==> config.mk <==
export PLATFORM = sky130hd
export DESIGN_NAME = sgr_gauge_port
export DESIGN_NICKNAME = d
export VERILOG_FILES = /design/src/sgr_pkg.sv /design/src/sgr_line_if.sv /design/src/sgr_line_engine.sv /design/src/sgr_gauge_port.sv
export SDC_FILE = /design/constraint.sdc
export NUM_CORES = 2
export LEC_CHECK = 0
export BUFFER_PORTS_ARGS = -buffer_cell sky130_fd_sc_hd__buf_2
export CAP_MARGIN = 20
export CORE_UTILIZATION = 63
export CTS_CLUSTER_DIAMETER = 150
export CTS_CLUSTER_SIZE = 30
export DETAILED_ROUTE_END_ITERATION = 8
export GPL_TIMING_DRIVEN = 1
export PLACE_DENSITY = 0.86
export REMOVE_ABC_BUFFERS = 1
export SLEW_MARGIN = 20
export SYNTH_ARGS = -nofsm -noshare
export SYNTH_HDL_FRONTEND = slang
export SYNTH_SLANG_ARGS = --single-unit
==> constraint.sdc <==
create_clock -name core_clk_in -period 2.7 [get_ports core_clk_in]
set_input_delay 0.54 -clock core_clk_in [delete_from_list [all_inputs] [get_ports core_clk_in]]
set_output_delay 0.54 -clock core_clk_in [all_outputs]
set_load 0.005 [all_outputs]
==> src/sgr_pkg.sv <==
// sgr_pkg: register map, field positions, reset values and timing counts
// of the single-wire gauge register port.
// assumes a 200 MHz core clock; long times are derived from tick rates.
package sgr_pkg;
   // ==========================================================
   // clock and line timing
   // ==========================================================
   localparam int CLK_PERIOD_PS = 5000;
   localparam int BREAK_LOW_TIME_NS = 950;
   localparam int BREAK_RECOVERY_TIME_NS = 200;
   localparam int BIT_START_LOW_TIME_NS = 200;
   localparam int DATA_SETUP_TIME_NS = 250;
   localparam int DATA_HOLD_TIME_NS = 500;
   localparam int BIT_CYCLE_TIME_NS = 950;
   localparam int BREAK_CYC = BREAK_LOW_TIME_NS * 1000 / CLK_PERIOD_PS;
   localparam int RECOV_CYC =
      (BREAK_RECOVERY_TIME_NS * 1000 + CLK_PERIOD_PS - 1) / CLK_PERIOD_PS;
   localparam int START_CYC =
      (BIT_START_LOW_TIME_NS * 1000 + CLK_PERIOD_PS - 1) / CLK_PERIOD_PS;
   localparam int SETUP_CYC = DATA_SETUP_TIME_NS * 1000 / CLK_PERIOD_PS;
   localparam int HOLD_CYC = DATA_HOLD_TIME_NS * 1000 / CLK_PERIOD_PS;
   localparam int CYCLE_CYC =
      (BIT_CYCLE_TIME_NS * 1000 + CLK_PERIOD_PS - 1) / CLK_PERIOD_PS;
   // bit sample point for received bits, between setup and hold end
   localparam int SAMPLE_CYC = (SETUP_CYC + HOLD_CYC) / 2;
   // ==========================================================
   // timebase: fast time tick period 0.8789 s in microseconds
   // ==========================================================
   localparam int TIME_TICK_US = 878900;
   localparam int TIME_TICK_CYC = TIME_TICK_US * 200;
   localparam int SLOW_DIVIDE = 256;
   localparam int CAL_ENTRY_S = 10;
   localparam int CAL_HOUR_S = 3600;
   localparam int SEC_CYC = 200000000;
   // ==========================================================
   // register map
   // ==========================================================
   localparam logic [6:0] ADDR_OFFSET_VALUE = 7'h73;
   localparam logic [6:0] ADDR_TEMP_CLEAR = 7'h74;
   localparam logic [6:0] ADDR_WAKE_CONFIG = 7'h75;
   localparam logic [6:0] ADDR_CTC_LOW = 7'h76;
   localparam logic [6:0] ADDR_CTC_HIGH = 7'h77;
   localparam logic [6:0] ADDR_DTC_LOW = 7'h78;
   localparam logic [6:0] ADDR_DTC_HIGH = 7'h79;
   localparam logic [6:0] ADDR_SDC_LOW = 7'h7A;
   localparam logic [6:0] ADDR_SDC_HIGH = 7'h7B;
   localparam logic [6:0] ADDR_CCNT_LOW = 7'h7C;
   localparam logic [6:0] ADDR_CCNT_HIGH = 7'h7D;
   localparam logic [6:0] ADDR_DCNT_LOW = 7'h7E;
   localparam logic [6:0] ADDR_DCNT_HIGH = 7'h7F;
   localparam int USER_WORDS = 115;
   // wake config fields
   localparam int WK_OVERRIDE_BIT = 7;
   localparam int WK_TRIM_BIT = 6;
   localparam int WK_SLOW_CHG_BIT = 5;
   localparam int WK_SLOW_DIS_BIT = 4;
   localparam int WK_THRESH_LSB = 1;
   localparam logic [7:0] WAKE_CONFIG_RESET = 8'h0E;
   // clear register fields
   localparam int CLR_CTC_BIT = 4;
   localparam int CLR_DTC_BIT = 3;
   localparam int CLR_SDC_BIT = 2;
   localparam int CLR_CCNT_BIT = 1;
   localparam int CLR_DCNT_BIT = 0;
   localparam int TEMP_LSB = 5;
   localparam int CMD_DIR_BIT = 7;
endpackage

==> src/sgr_line_if.sv <==
// sgr_line_if: byte level handshake between the line engine and the map.
// assumes both ends run on the core clock.
`timescale 1ns/1ps
interface sgr_line_if;
   logic cmd_valid;
   logic [7:0] cmd_byte;
   logic data_valid;
   logic [7:0] data_byte;
   logic [7:0] read_byte;
   logic break_seen;
   modport engine (output cmd_valid, output cmd_byte, output data_valid,
      output data_byte, output break_seen, input read_byte);
   modport regs (input cmd_valid, input cmd_byte, input data_valid,
      input data_byte, input break_seen, output read_byte);
endinterface

==> src/sgr_line_engine.sv <==
// sgr_line_engine: return-to-one bit framing on the single data line,
// break detection, command byte reception and byte send or receive.
// assumes the line input is already synchronised to the core clock.
`timescale 1ns/1ps
module sgr_line_engine
   import sgr_pkg::*;
(
   input wire logic core_clk_in,
   input wire logic srst_in,
   input wire logic line_in,
   output logic line_drive_low,
   sgr_line_if.engine bus
);
   typedef enum logic [4:0] {
      ST_RECOVER = 5'b00001,
      ST_RXBIT = 5'b00010,
      ST_TXBIT = 5'b00100,
      ST_WAIT_HIGH = 5'b01000,
      ST_TXGAP = 5'b10000
   } sgr_eng_e;
   sgr_eng_e state;
   logic [31:0] cnt;
   logic [31:0] low_cnt;
   logic [2:0] bit_idx;
   logic [7:0] shift;
   logic phase_data;
   logic [7:0] tx_byte;
   logic line_q;
   logic bit_val;
   wire fall = line_q && !line_in;
   wire is_break = low_cnt >= 32'(BREAK_CYC);
   wire last_bit = bit_idx == 3'h7;
   wire [7:0] next_shift = {bit_val, shift[7:1]};
   always_ff @(posedge core_clk_in) begin
      line_q <= line_in;
      if (line_in)
         low_cnt <= '0;
      else if (!is_break)
         low_cnt <= low_cnt + 32'h1;
   end
   always_ff @(posedge core_clk_in) begin
      bus.cmd_valid <= 1'b0;
      bus.data_valid <= 1'b0;
      bus.break_seen <= 1'b0;
      if (srst_in) begin
         state <= ST_RECOVER;
         cnt <= '0;
         bit_idx <= '0;
         shift <= '0;
         phase_data <= 1'b0;
         tx_byte <= '0;
         bit_val <= 1'b0;
         line_drive_low <= 1'b0;
         bus.cmd_byte <= '0;
         bus.data_byte <= '0;
      end else if (is_break && state != ST_RECOVER) begin
         // break from any state other than ST_RECOVER resynchronises the line
         state <= ST_RECOVER;
         line_drive_low <= 1'b0;
         bus.break_seen <= 1'b1;
         cnt <= '0;
      end else begin
         case (state)
            ST_RECOVER: begin
               // line must stand high for the recovery time
               cnt <= line_in ? cnt + 32'h1 : '0;
               if (line_in && cnt >= 32'(RECOV_CYC)) begin
                  state <= ST_WAIT_HIGH;
                  bit_idx <= '0;
                  phase_data <= 1'b0;
               end
            end
            ST_WAIT_HIGH: begin
               cnt <= '0;
               if (fall) state <= ST_RXBIT;
            end
            ST_RXBIT: begin
               cnt <= cnt + 32'h1;
               if (cnt == 32'(SAMPLE_CYC)) bit_val <= line_in;
               if (cnt > 32'(SAMPLE_CYC) && line_in) begin
                  shift <= next_shift;
                  bit_idx <= bit_idx + 3'h1;
                  state <= ST_WAIT_HIGH;
                  if (last_bit && !phase_data) begin
                     // eight contiguous bits load the command
                     bus.cmd_byte <= next_shift;
                     bus.cmd_valid <= 1'b1;
                     if (next_shift[CMD_DIR_BIT]) begin
                        phase_data <= 1'b1;
                     end else begin
                        state <= ST_TXGAP;
                        cnt <= '0;
                     end
                  end else if (last_bit) begin
                     bus.data_byte <= next_shift;
                     bus.data_valid <= 1'b1;
                     phase_data <= 1'b0;
                  end
               end
            end
            ST_TXGAP: begin
               cnt <= cnt + 32'h1;
               if (cnt == 32'(CYCLE_CYC)) begin
                  tx_byte <= bus.read_byte;
                  bit_idx <= '0;
                  cnt <= '0;
                  state <= ST_TXBIT;
               end
            end
            ST_TXBIT: begin
               // start low, data, then high until cycle end
               cnt <= cnt + 32'h1;
               line_drive_low <= (cnt < 32'(START_CYC)) ||
                  (cnt < 32'(HOLD_CYC) && !tx_byte[bit_idx]);
               if (cnt == 32'(CYCLE_CYC)) begin
                  cnt <= '0;
                  bit_idx <= bit_idx + 3'h1;
                  if (last_bit) state <= ST_WAIT_HIGH;
               end
            end
            default: state <= ST_RECOVER;
         endcase
      end
   end
endmodule

==> src/sgr_gauge_port.sv <==
// sgr_gauge_port: register map, counters and offset calibration of the
// single-wire gauge, behind the single data line.
// assumes sense and temperature levels come from asynchronous logic.
`timescale 1ns/1ps
//
// Contract
// - written clear bit zeroes its pair then self-clears without host action.
// - discharge time clear also clears its slow flag and fast rate.
// - charge time clear also clears its slow flag and fast rate.
// - trim request arms calibration; entry after line low over 10 s.
// - one hour low and quiet latches offset and clears trim request.
// - after calibration stay in low power until the line goes high.
// - line high or signal above threshold restarts cycle; request kept.
// - override ignores line level; override clears at valid calibration end.
// - each transaction is a command byte then one data byte.
// - bytes travel lsb first with return-to-one bit framing.
// - break is long low then high recovery before a new command.
// - each bit starts low, data valid, then high until cycle end.
// - command taken only after eight contiguous bits; it is write-only.
// - command msb zero reads, one writes the next byte.
// - lower seven command bits address offsets 00 to 7f.
// - discharge count increments on discharge and wraps past ffff.
// - charge count increments on charge and wraps; host clears it.
// - wake config bit 0 reads zero and ignores writes.
// - wake config resets to 0e.
// - first time counter rollover sets slow flag, rate drops to 1/256; a second rollover clears it.
// - clear bits map ctc, dtc, self, charge count, discharge count.
// - clear register bits 7 to 5 report the temperature step.
module sgr_gauge_port
   import sgr_pkg::*;
#(
   parameter int TIME_TICK = TIME_TICK_CYC,
   parameter int SEC_TICK = SEC_CYC,
   parameter int HOUR_SECS = CAL_HOUR_S
)(
   input wire logic core_clk_in,
   input wire logic srst_in,
   input wire logic host_data_line_in,
   input wire logic discharge_sense_in,
   input wire logic charge_sense_in,
   input wire logic above_wake_threshold_in,
   input wire logic count_pulse_in,
   input wire logic self_discharge_pulse_in,
   input wire logic [2:0] temperature_step_field_in,
   input wire logic [7:0] input_offset_voltage_in,
   output logic host_data_line_out,
   output logic host_data_line_oe_out,
   output logic wake_active_out,
   output logic sleep_out,
   output logic [2:0] wake_threshold_select_out
);
   import sgr_pkg::*;
   // ==========================================================
   // input synchronisers
   // ==========================================================
   localparam int NSYNC = 16;
   logic [NSYNC-1:0] sync_a;
   logic [NSYNC-1:0] sync_b;
   wire [NSYNC-1:0] raw_in = {host_data_line_in, discharge_sense_in,
      charge_sense_in, above_wake_threshold_in, count_pulse_in,
      self_discharge_pulse_in, temperature_step_field_in,
      input_offset_voltage_in[7:1]};
   always_ff @(posedge core_clk_in) begin
      sync_a <= raw_in;
      sync_b <= sync_a;
   end
   wire line_s = sync_b[15];
   wire dis_s = sync_b[14];
   wire chg_s = sync_b[13];
   wire above_s = sync_b[12];
   wire cnt_s = sync_b[11];
   wire sdc_s = sync_b[10];
   wire [2:0] temp_s = sync_b[9:7];
   wire [7:0] ofs_s = {sync_b[6:0], 1'b0};
   logic [7:0] ofs_q;
   logic cnt_q;
   logic sdc_q;
   always_ff @(posedge core_clk_in) begin
      cnt_q <= cnt_s;
      sdc_q <= sdc_s;
   end
   // ==========================================================
   // line engine
   // ==========================================================
   sgr_line_if lif();
   logic drive_low;
   sgr_line_engine u_engine (
      .core_clk_in(core_clk_in),
      .srst_in(srst_in),
      .line_in(line_s),
      .line_drive_low(drive_low),
      .bus(lif.engine)
   );
   // ==========================================================
   // register state
   // ==========================================================
   logic [7:0] user_mem [USER_WORDS];
   logic [7:0] offset_value;
   logic [7:0] wake_config_register;
   logic [4:0] clear_bits;
   logic [15:0] charge_time_counter;
   logic [15:0] discharge_time_counter;
   logic [15:0] self_discharge_counter;
   logic [15:0] charge_count;
   logic [15:0] discharge_count;
   logic [6:0] wr_addr;
   logic sleeping;
   wire [6:0] target_address_field = lif.cmd_byte[6:0];
   wire wr_hit = lif.data_valid;
   wire slow_chg = wake_config_register[WK_SLOW_CHG_BIT];
   wire slow_dis = wake_config_register[WK_SLOW_DIS_BIT];
   wire cal_armed = wake_config_register[WK_TRIM_BIT];
   wire override = wake_config_register[WK_OVERRIDE_BIT];
   // ==========================================================
   // timebase
   // ==========================================================
   logic [31:0] tick_cnt;
   logic [7:0] slow_chg_div;
   logic [7:0] slow_dis_div;
   wire fast_tick = tick_cnt == 32'(TIME_TICK - 1);
   always_ff @(posedge core_clk_in) begin
      if (srst_in || fast_tick)
         tick_cnt <= '0;
      else
         tick_cnt <= tick_cnt + 32'h1;
   end
   wire run = !sleeping;
   wire ctc_step = run && chg_s && fast_tick &&
      (!slow_chg || slow_chg_div == 8'(SLOW_DIVIDE - 1));
   wire dtc_step = run && dis_s && fast_tick &&
      (!slow_dis || slow_dis_div == 8'(SLOW_DIVIDE - 1));
   wire cnt_rise = cnt_s && !cnt_q;
   wire dcount_step = run && dis_s && cnt_rise;
   wire ccount_step = run && chg_s && cnt_rise;
   wire sdc_step = run && sdc_s && !sdc_q;
   // ==========================================================
   // clear register
   // ==========================================================
   wire clr_wr = wr_hit && wr_addr == ADDR_TEMP_CLEAR;
   wire [4:0] clr_now = clear_bits;
   always_ff @(posedge core_clk_in) begin
      if (srst_in)
         clear_bits <= '0;
      else if (clr_wr)
         clear_bits <= lif.data_byte[4:0];
      else
         clear_bits <= '0;
   end
   // ==========================================================
   // counters
   // ==========================================================
   always_ff @(posedge core_clk_in) begin
      if (srst_in) begin
         charge_time_counter <= '0;
         discharge_time_counter <= '0;
         self_discharge_counter <= '0;
         charge_count <= '0;
         discharge_count <= '0;
         slow_chg_div <= '0;
         slow_dis_div <= '0;
      end else begin
         if (clr_now[CLR_CTC_BIT]) begin
            charge_time_counter <= '0;
            slow_chg_div <= '0;
         end else if (run && chg_s && fast_tick) begin
            slow_chg_div <= slow_chg_div + 8'h1;
            if (ctc_step) charge_time_counter <= charge_time_counter + 16'h1;
         end
         if (clr_now[CLR_DTC_BIT]) begin
            discharge_time_counter <= '0;
            slow_dis_div <= '0;
         end else if (run && dis_s && fast_tick) begin
            slow_dis_div <= slow_dis_div + 8'h1;
            if (dtc_step)
               discharge_time_counter <= discharge_time_counter + 16'h1;
         end
         if (clr_now[CLR_SDC_BIT])
            self_discharge_counter <= '0;
         else if (sdc_step)
            self_discharge_counter <= self_discharge_counter + 16'h1;
         if (clr_now[CLR_CCNT_BIT])
            charge_count <= '0;
         else if (ccount_step)
            charge_count <= charge_count + 16'h1;
         if (clr_now[CLR_DCNT_BIT])
            discharge_count <= '0;
         else if (dcount_step)
            discharge_count <= discharge_count + 16'h1;
      end
   end
   // ==========================================================
   // calibration sequencer
   // ==========================================================
   typedef enum logic [3:0] {
      CAL_IDLE = 4'b0001,
      CAL_ENTRY = 4'b0010,
      CAL_MEASURE = 4'b0100,
      CAL_DONE = 4'b1000
   } sgr_cal_e;
   sgr_cal_e cal_state;
   logic [31:0] sec_cnt;
   logic [15:0] secs;
   wire sec_tick = sec_cnt == 32'(SEC_TICK - 1);
   wire line_ok = override || !line_s;
   wire cal_cond = cal_armed && line_ok && !above_s;
   wire cal_finish = cal_state == CAL_MEASURE && sec_tick &&
      secs == 16'(HOUR_SECS - 1) && cal_cond;
   always_ff @(posedge core_clk_in) begin
      if (srst_in) begin
         cal_state <= CAL_IDLE;
         sec_cnt <= '0;
         secs <= '0;
         ofs_q <= '0;
         sleeping <= 1'b0;
      end else begin
         sec_cnt <= sec_tick ? '0 : sec_cnt + 32'h1;
         ofs_q <= ofs_s;
         case (cal_state)
            CAL_IDLE: begin
               secs <= '0;
               if (cal_cond) cal_state <= CAL_ENTRY;
            end
            CAL_ENTRY: begin
               if (!cal_cond)
                  cal_state <= CAL_IDLE;
               else if (sec_tick) begin
                  secs <= secs + 16'h1;
                  if (secs == 16'(CAL_ENTRY_S)) begin
                     cal_state <= CAL_MEASURE;
                     secs <= '0;
                  end
               end
            end
            CAL_MEASURE: begin
               if (!cal_cond)
                  cal_state <= CAL_IDLE;
               else if (cal_finish)
                  cal_state <= CAL_DONE;
               else if (sec_tick)
                  secs <= secs + 16'h1;
            end
            CAL_DONE: begin
               if (line_s) cal_state <= CAL_IDLE;
            end
            default: cal_state <= CAL_IDLE;
         endcase
         sleeping <= cal_state == CAL_DONE && !line_s;
      end
   end
   // ==========================================================
   // writable registers
   // ==========================================================
   wire wk_wr = wr_hit && wr_addr == ADDR_WAKE_CONFIG;
   wire ofs_wr = wr_hit && wr_addr == ADDR_OFFSET_VALUE;
   wire mem_wr = wr_hit && wr_addr < ADDR_OFFSET_VALUE;
   wire chg_roll = ctc_step && charge_time_counter == 16'hFFFF;
   wire dis_roll = dtc_step && discharge_time_counter == 16'hFFFF;
   logic [7:0] next_wake;
   always_comb begin
      next_wake = wake_config_register;
      if (wk_wr) next_wake = {lif.data_byte[7:6], next_wake[5:4],
         lif.data_byte[3:1], 1'b0};
      if (clr_now[CLR_CTC_BIT]) next_wake[WK_SLOW_CHG_BIT] = 1'b0;
      if (clr_now[CLR_DTC_BIT]) next_wake[WK_SLOW_DIS_BIT] = 1'b0;
      // second rollover clears the flag again
      if (chg_roll) next_wake[WK_SLOW_CHG_BIT] = !slow_chg;
      if (dis_roll) next_wake[WK_SLOW_DIS_BIT] = !slow_dis;
      if (cal_finish) begin
         next_wake[WK_TRIM_BIT] = 1'b0;
         next_wake[WK_OVERRIDE_BIT] = 1'b0;
      end
   end
   always_ff @(posedge core_clk_in) begin
      if (srst_in) begin
         wake_config_register <= WAKE_CONFIG_RESET;
         offset_value <= '0;
         wr_addr <= '0;
      end else begin
         wake_config_register <= next_wake;
         if (lif.cmd_valid) wr_addr <= target_address_field;
         if (cal_finish)
            offset_value <= ofs_q;
         else if (ofs_wr)
            offset_value <= lif.data_byte;
      end
   end
   always_ff @(posedge core_clk_in) begin
      if (mem_wr) user_mem[wr_addr] <= lif.data_byte;
   end
   // ==========================================================
   // read mux
   // ==========================================================
   logic [7:0] rd_mux;
   always_comb begin
      case (target_address_field)
         ADDR_OFFSET_VALUE: rd_mux = offset_value;
         ADDR_TEMP_CLEAR: rd_mux = {temp_s, clear_bits};
         ADDR_WAKE_CONFIG: rd_mux = wake_config_register;
         ADDR_CTC_LOW: rd_mux = charge_time_counter[7:0];
         ADDR_CTC_HIGH: rd_mux = charge_time_counter[15:8];
         ADDR_DTC_LOW: rd_mux = discharge_time_counter[7:0];
         ADDR_DTC_HIGH: rd_mux = discharge_time_counter[15:8];
         ADDR_SDC_LOW: rd_mux = self_discharge_counter[7:0];
         ADDR_SDC_HIGH: rd_mux = self_discharge_counter[15:8];
         ADDR_CCNT_LOW: rd_mux = charge_count[7:0];
         ADDR_CCNT_HIGH: rd_mux = charge_count[15:8];
         ADDR_DCNT_LOW: rd_mux = discharge_count[7:0];
         ADDR_DCNT_HIGH: rd_mux = discharge_count[15:8];
         default: rd_mux = user_mem[target_address_field];
      endcase
   end
   assign lif.read_byte = rd_mux;
   // ==========================================================
   // outputs
   // ==========================================================
   always_ff @(posedge core_clk_in) begin
      if (srst_in) begin
         host_data_line_out <= 1'b0;
         host_data_line_oe_out <= 1'b0;
         wake_active_out <= 1'b0;
         sleep_out <= 1'b0;
         wake_threshold_select_out <= 3'h7;
      end else begin
         host_data_line_out <= 1'b0;
         host_data_line_oe_out <= drive_low;
         wake_active_out <= above_s;
         sleep_out <= sleeping;
         wake_threshold_select_out <= wake_config_register[3:1];
      end
   end
endmodule

==> Word level (Yosys, flattened, before mapping) <==
Memory sizes are Yosys's and may differ from the RTL's. A register that Yosys moved wholly into a read port is not among the register bits.
Index checks and enable logic that the tools add are counted.
{ "word_totals": {"word_cells": 254, "ram_bits": 920, "in_bits": 19, "rom_bits": 0, "n_memories": 1, "reg_bits": 365, "latch_bits": 0} }
{ "memory_table": {"columns": ["name", "words", "width", "rd", "rd_ports_with_merged_regs", "wr", "line_no", "rtl"], "rows": [
  ["user_mem", 115, 8, 1, 1, 1, "sgr_gauge_port.sv:97", "logic [7:0] user_mem [USER_WORDS];"]
]} }
{ "classes": {"div": 0, "n_mux": 56, "n_eq_ne": 55, "mul": 0, "order_cmp": 7, "bitwise_logic": 5, "reduce_logical": 74, "n_shift": 0, "n_addsub": 13} }
{ "ops": {"columns": ["op", "count"], "rows": [
  ["32-bit 2-to-1 mux", 5],
  ["32-bit by 1-bit adder with 32-bit output, second input constant", 4],
  ["32-bit one-hot mux with 4 select lines", 1],
  ["7-bit equality test, second input constant", 16],
  ["8-bit one-hot mux with 13 select lines", 1],
  ["16-bit by 1-bit adder with 16-bit output, second input constant", 6],
  ["16-bit 2-to-1 mux", 6],
  ["32-bit by 28-bit equality test with 1-bit output, second input constant", 2],
  ["16-bit one-hot mux with 3 select lines", 1],
  ["5-bit 2-to-1 mux", 8],
  ["16-bit equality test, second input constant", 2],
  ["32-bit by 7-bit equality test with 1-bit output, second input constant", 1],
  ["32-bit by 8-bit equality test with 1-bit output, second input constant", 1],
  ["32-bit by 6-bit greater-or-equal comparator with 1-bit output, second input constant", 1],
  ["32-bit by 8-bit greater-or-equal comparator with 1-bit output, second input constant", 1],
  ["32-bit by 7-bit > comparator with 1-bit output, second input constant", 1],
  ["32-bit by 6-bit less-than comparator with 1-bit output, second input constant", 1],
  ["32-bit by 7-bit less-than comparator with 1-bit output, second input constant", 1],
  ["1-bit logical AND", 29],
  ["4-bit 2-to-1 mux", 7],
  ["5-bit one-hot mux with 5 select lines", 1],
  ["6-bit AND reduction", 4],
  ["2-bit OR reduction", 10],
  ["8-bit by 1-bit adder with 8-bit output, second input constant", 2],
  ["42 further kinds", 98]
]} }

==> Logic depth before layout (Yosys ltp) <==
{ "depth": {"depth_word": 8, "ltp_mapped": 12} }

==> Cells and area by module <==
A second synthesis with hierarchy kept.
{ "unflattened": {"cells_unflattened": 3548, "area_unflattened_um2": 51723.4} }
{ "by_module_without_submodules": {"columns": ["mod", "seq_area_each_um2", "cells_each", "instances", "area_per_inst_um2"], "rows": [
  ["sgr_gauge_port", 32731.4, 3028, 1, 46916.2],
  ["sgr_line_engine", 2202.1, 520, 1, 4807.1]
]} }

==> Worst setup path after synthesis <==
Ideal clock, no wire load.
{ "synth_path": {"path_type": "reg-to-reg", "startpoint": "register (tool-made name)", "endpoint": "register u_engine.tx_byte[5]", "path_slack_ps": 363, "t_required_ps": 2575, "arrival_time_ps": 2211, "synth_period_minus_slack_ps": 2337, "path_stages_with_launch": 11, "path_cell_list": "dfxtp_1 -> buf_6 -> buf_8 -> buf_6 -> buf_4 -> buf_4 -> mux4_2 -> a22oi_1 -> nand2_1 -> o211ai_1 -> a31oi_1"} }
{ "synth_lines": {"columns": ["element", "line_no", "rtl"], "rows": [
  ["end signal: assignment", "sgr_line_engine.sv:104", "tx_byte <= bus.read_byte;"],
  ["end: declaration", "sgr_line_engine.sv:27", "logic [7:0] tx_byte;"]
]} }

==> results.ini <==
[status]
status=complete, but fails checks
violations=negative setup slack

[worst_setup_path]
ff2ff_setup_slack_ps=-120
critical_path.endpoint_type=flop
path_max_fanout=15
crit_chain=buf_4 > buf_12 > buf_6 > mux4_2 > mux2i_1 > o2111ai_1 > o211ai_1 > and4_1 > a211oi_2
cp.required_ps=3260
reg2reg_to=u_engine.tx_byte[1]$_SDFFE_PP0P_
worstPathArrival_ps=3390
critPathKind=reg2reg
worstRegToRegCells=9
start_kind=flop
cpPeakStageDelay_ps=570
endpoint=u_engine.tx_byte[1]$_SDFFE_PP0P_
cp_slowest_cell=mux4_2

[synthesis]
synth.avg_cell_area_um2=14.82
seq_area_frac_synth_pct=67.63
synth_top_family_by_area=multiplexers
syn_inst=3496
synthXorXnorAreaFrac_pct=3.145
synth_area_um2=51800
synth-compound-area-share_pct=4.241
synth_edf_count=920
synth_top_flop_cell=edfxtp_1
yosysTopAreaCell=edfxtp_1
synth_fa_ha_area_share_pct=0.4348
synth_mux_area_share_pct=11.99
yosysTopAreaCellShare_pct=53.33
synth_warnings=0
synthTopCellsByArea=edfxtp_1 (53%), dfxtp_1 (14%), mux4_2 (9.0%)
synth_seq_cells=1290
synthArstFlopShare_pct=0
yosys.area_share.simple_pct=10.48
synthDistinctLibCells=91

[sta]
drv_slew=0
clock.fmax_mhz=354.2
worst_pin_slew_ps=1083
setup_viol=7
rsz0062_at_grt=true
slew_headroom_pct=27.51
final-hold-violation-count=0
clock_skew_ps=34.80
setup_ws_ps=-123.1
fin_crit_sh_pct=104.6
period_minus_slack_ps=2823

[routing]
viasPerCell=6.693
detail_route.first_pass.iterations=8
postRouteWirelength_um=129000
drc=0
wl_per_cell_um=26.85
first_iter_violations=4346
ant_nets=0
num_vias=32155

[global_routing]
antenna_found_initial=2
grt.overflow.total=0
grt_pass1_vias=31191
grt_use_total_pct=30.67
grt_max_degree=89
grt_pass1_wl_um=190400

[power_and_ir_drop]
p_int_uw=24630
power.leakage_uw=0.01871
clock_power_share_pct=29.8
power.density_nw_per_um2=540.3
p_sw_uw=6079
total_power_uw=30710
switching_share_pct=19.80
ir_worst_vdd_v=0.0007202
p_comb_share_pct=1.7
seq_power_share_pct=68.5

[clock_network]
cts_tree=done
cts_sinks=1290
cts_buffer_depth=3
htreeDepth=2
clock_latency_ps=670
cts_made_buffers=48
cts-root-buf=clkbuf_16
clkTransAtPathRegs_ps=120

[placed_design]
placed_cell_area_um2=54780
dpl.cell_count=4680
numPortBuffers=23
hpwlAfterDp_um=82650
pre_cts_ws_ps=-74.12
finalWeightedCongestion=0.9555

[final_layout]
finalInstanceArea_um2=56840
final_cell_mix=edfxtp_1 (920), nor2_1 (437), dfxtp_1 (358)
fin_nets=3756
syn_to_final_growth_pct=9.724
finalNonFillerCells=4804
final_common_cell=edfxtp_1
layout-drive-gt1-share_pct=18.03

[die]
core_um2=80940
row_count=104
die_area_um2=83370
io_pins=26
start_util_pct=64.00
fp.dieH_um=288.7
fp.dieW_um=288.7

[hold_path]
hold_path_class=reg2reg

[run]
cap_violations=0

critical path: cells and delay by family, from the launching register on:
family / cells / cell delay [ps]
multiplexers: 2 / 770
AND/OR/NAND/NOR: 1 / 310
AO/OA/AOI/OAI: 3 / 670
buffers and inverters: 3 / 490
flip-flops: 1 / 450
metrics by stage:
step	TNS, ps	util, %	hold WS, ps
3_5_place_dp	-215.4	67.68	315.0
2_1_floorplan	-59240	-	309.6
5_1_grt	-364.7	70.22	349.5
4_1_cts	-55.26	69.74	320.6
6_report	-439.7	70.22	339.0
3_3_place_gp	-18.59	67.68	310.8
cell usage after synthesis, drive strengths merged (7+ instances only):
cell type	n
or2	15
o211ai	20
inv	32
nand2	181
o21ai	60
nor2	439
mux4	206
buf	76
a22oi	50
nand3	134
nand2b	13
and4	20
a211oi	16
dfxtp	370
and3	46
nor4b	9
edfxtp	920
o21bai	7
or3	18
mux2	15
a211o	9
mux2i	140
xor2	125
nor3	38
nand4	66
xnor2	61
and2	16
a41oi	7
a22o	8
a221oi	11
clkbuf	104
a31oi	18
nor2b	57
a21oi	53
nor4	33
ha	18
a32oi	7
what timing repair did:
action	in CTS	in global routing
hold buffers	16	0
endpoints found under the setup margin	7	28
pin swaps	1	10
buffers inserted	5	24
gates cloned	1	3
hold endpoints to repair	16	0
gates resized for setup	16	27
layout make-up:
class	instances	area, um2
sequential	1290	35080
fill	4868	24100
multi-input combinational	1993	15850
timing repair buffer	353	3103
clock buffer	73	1338
tap	1060	1326
inverter	33	123.9
clock inverter	1	16.27
antenna	1	2.502
layer usage:
| layer | track usage [%] | vias to the layer above | part of all wire (%) |
|---|---|---|---|
| li1 | - | 13640 | - |
| met5 | 0.2841 | - | 0.038 |
| met4 | 12.99 | 5 | 4.9 |
| met1 | 40.81 | 15843 | 36 |
| met3 | 6.074 | 443 | 11 |
| met2 | 49.71 | 2224 | 48 |
registers in the layout, indices dropped and copies added, names as in the netlist, 32 cells and up, named ones only:
signal / count
sec_cnt: 32
tick_cnt: 32
user_mem: 920
u_engine.cnt: 32
u_engine.low_cnt: 32
worst min path at each step:
stage / startpoint / to / slack [ps] / cells past startpoint
after floorplan: sync_a[0]$_DFF_P_ / sync_b[0]$_DFF_P_ / 310 / 0
after global placement: sync_a[12]$_DFF_P_ / sync_b[12]$_DFF_P_ / 310 / 0
after detailed placement: sync_a[15]$_DFF_P_ / sync_b[15]$_DFF_P_ / 320 / 0
after CTS: srst_in / wake_active_out$_SDFF_PP0_ / 320 / 2
after global routing: sync_a[12]$_DFF_P_ / sync_b[12]$_DFF_P_ / 350 / 0
final: sync_a[3]$_DFF_P_ / sync_b[3]$_DFF_P_ / 340 / 0
cells by family (layout without fill, tap and decap cells):
group	after synthesis	after routing
flip-flops	1290	1290
multiplexers	361	361
adder cells (fa/ha/maj)	18	18
buffers and inverters	213	460
other	1	2
AO/OA/AOI/OAI	315	315
AND/OR/NAND/NOR	1112	1112
XOR/XNOR	186	186
power groups by stage:
| stage | logic, uW | registers [uW] | clock network, uW |
|---|---|---|---|
| CTS | 514 | 21000 | 9180 |
| global route | 571 | 21100 | 9770 |
| finish | 522 | 21000 | 9150 |
| detailed placement | 488 | 21500 | 0 |
| global placement | 472 | 21500 | 0 |
| floorplan | 321 | 21500 | 0 |
No activity file was read; power rests on OpenSTA's default activity.
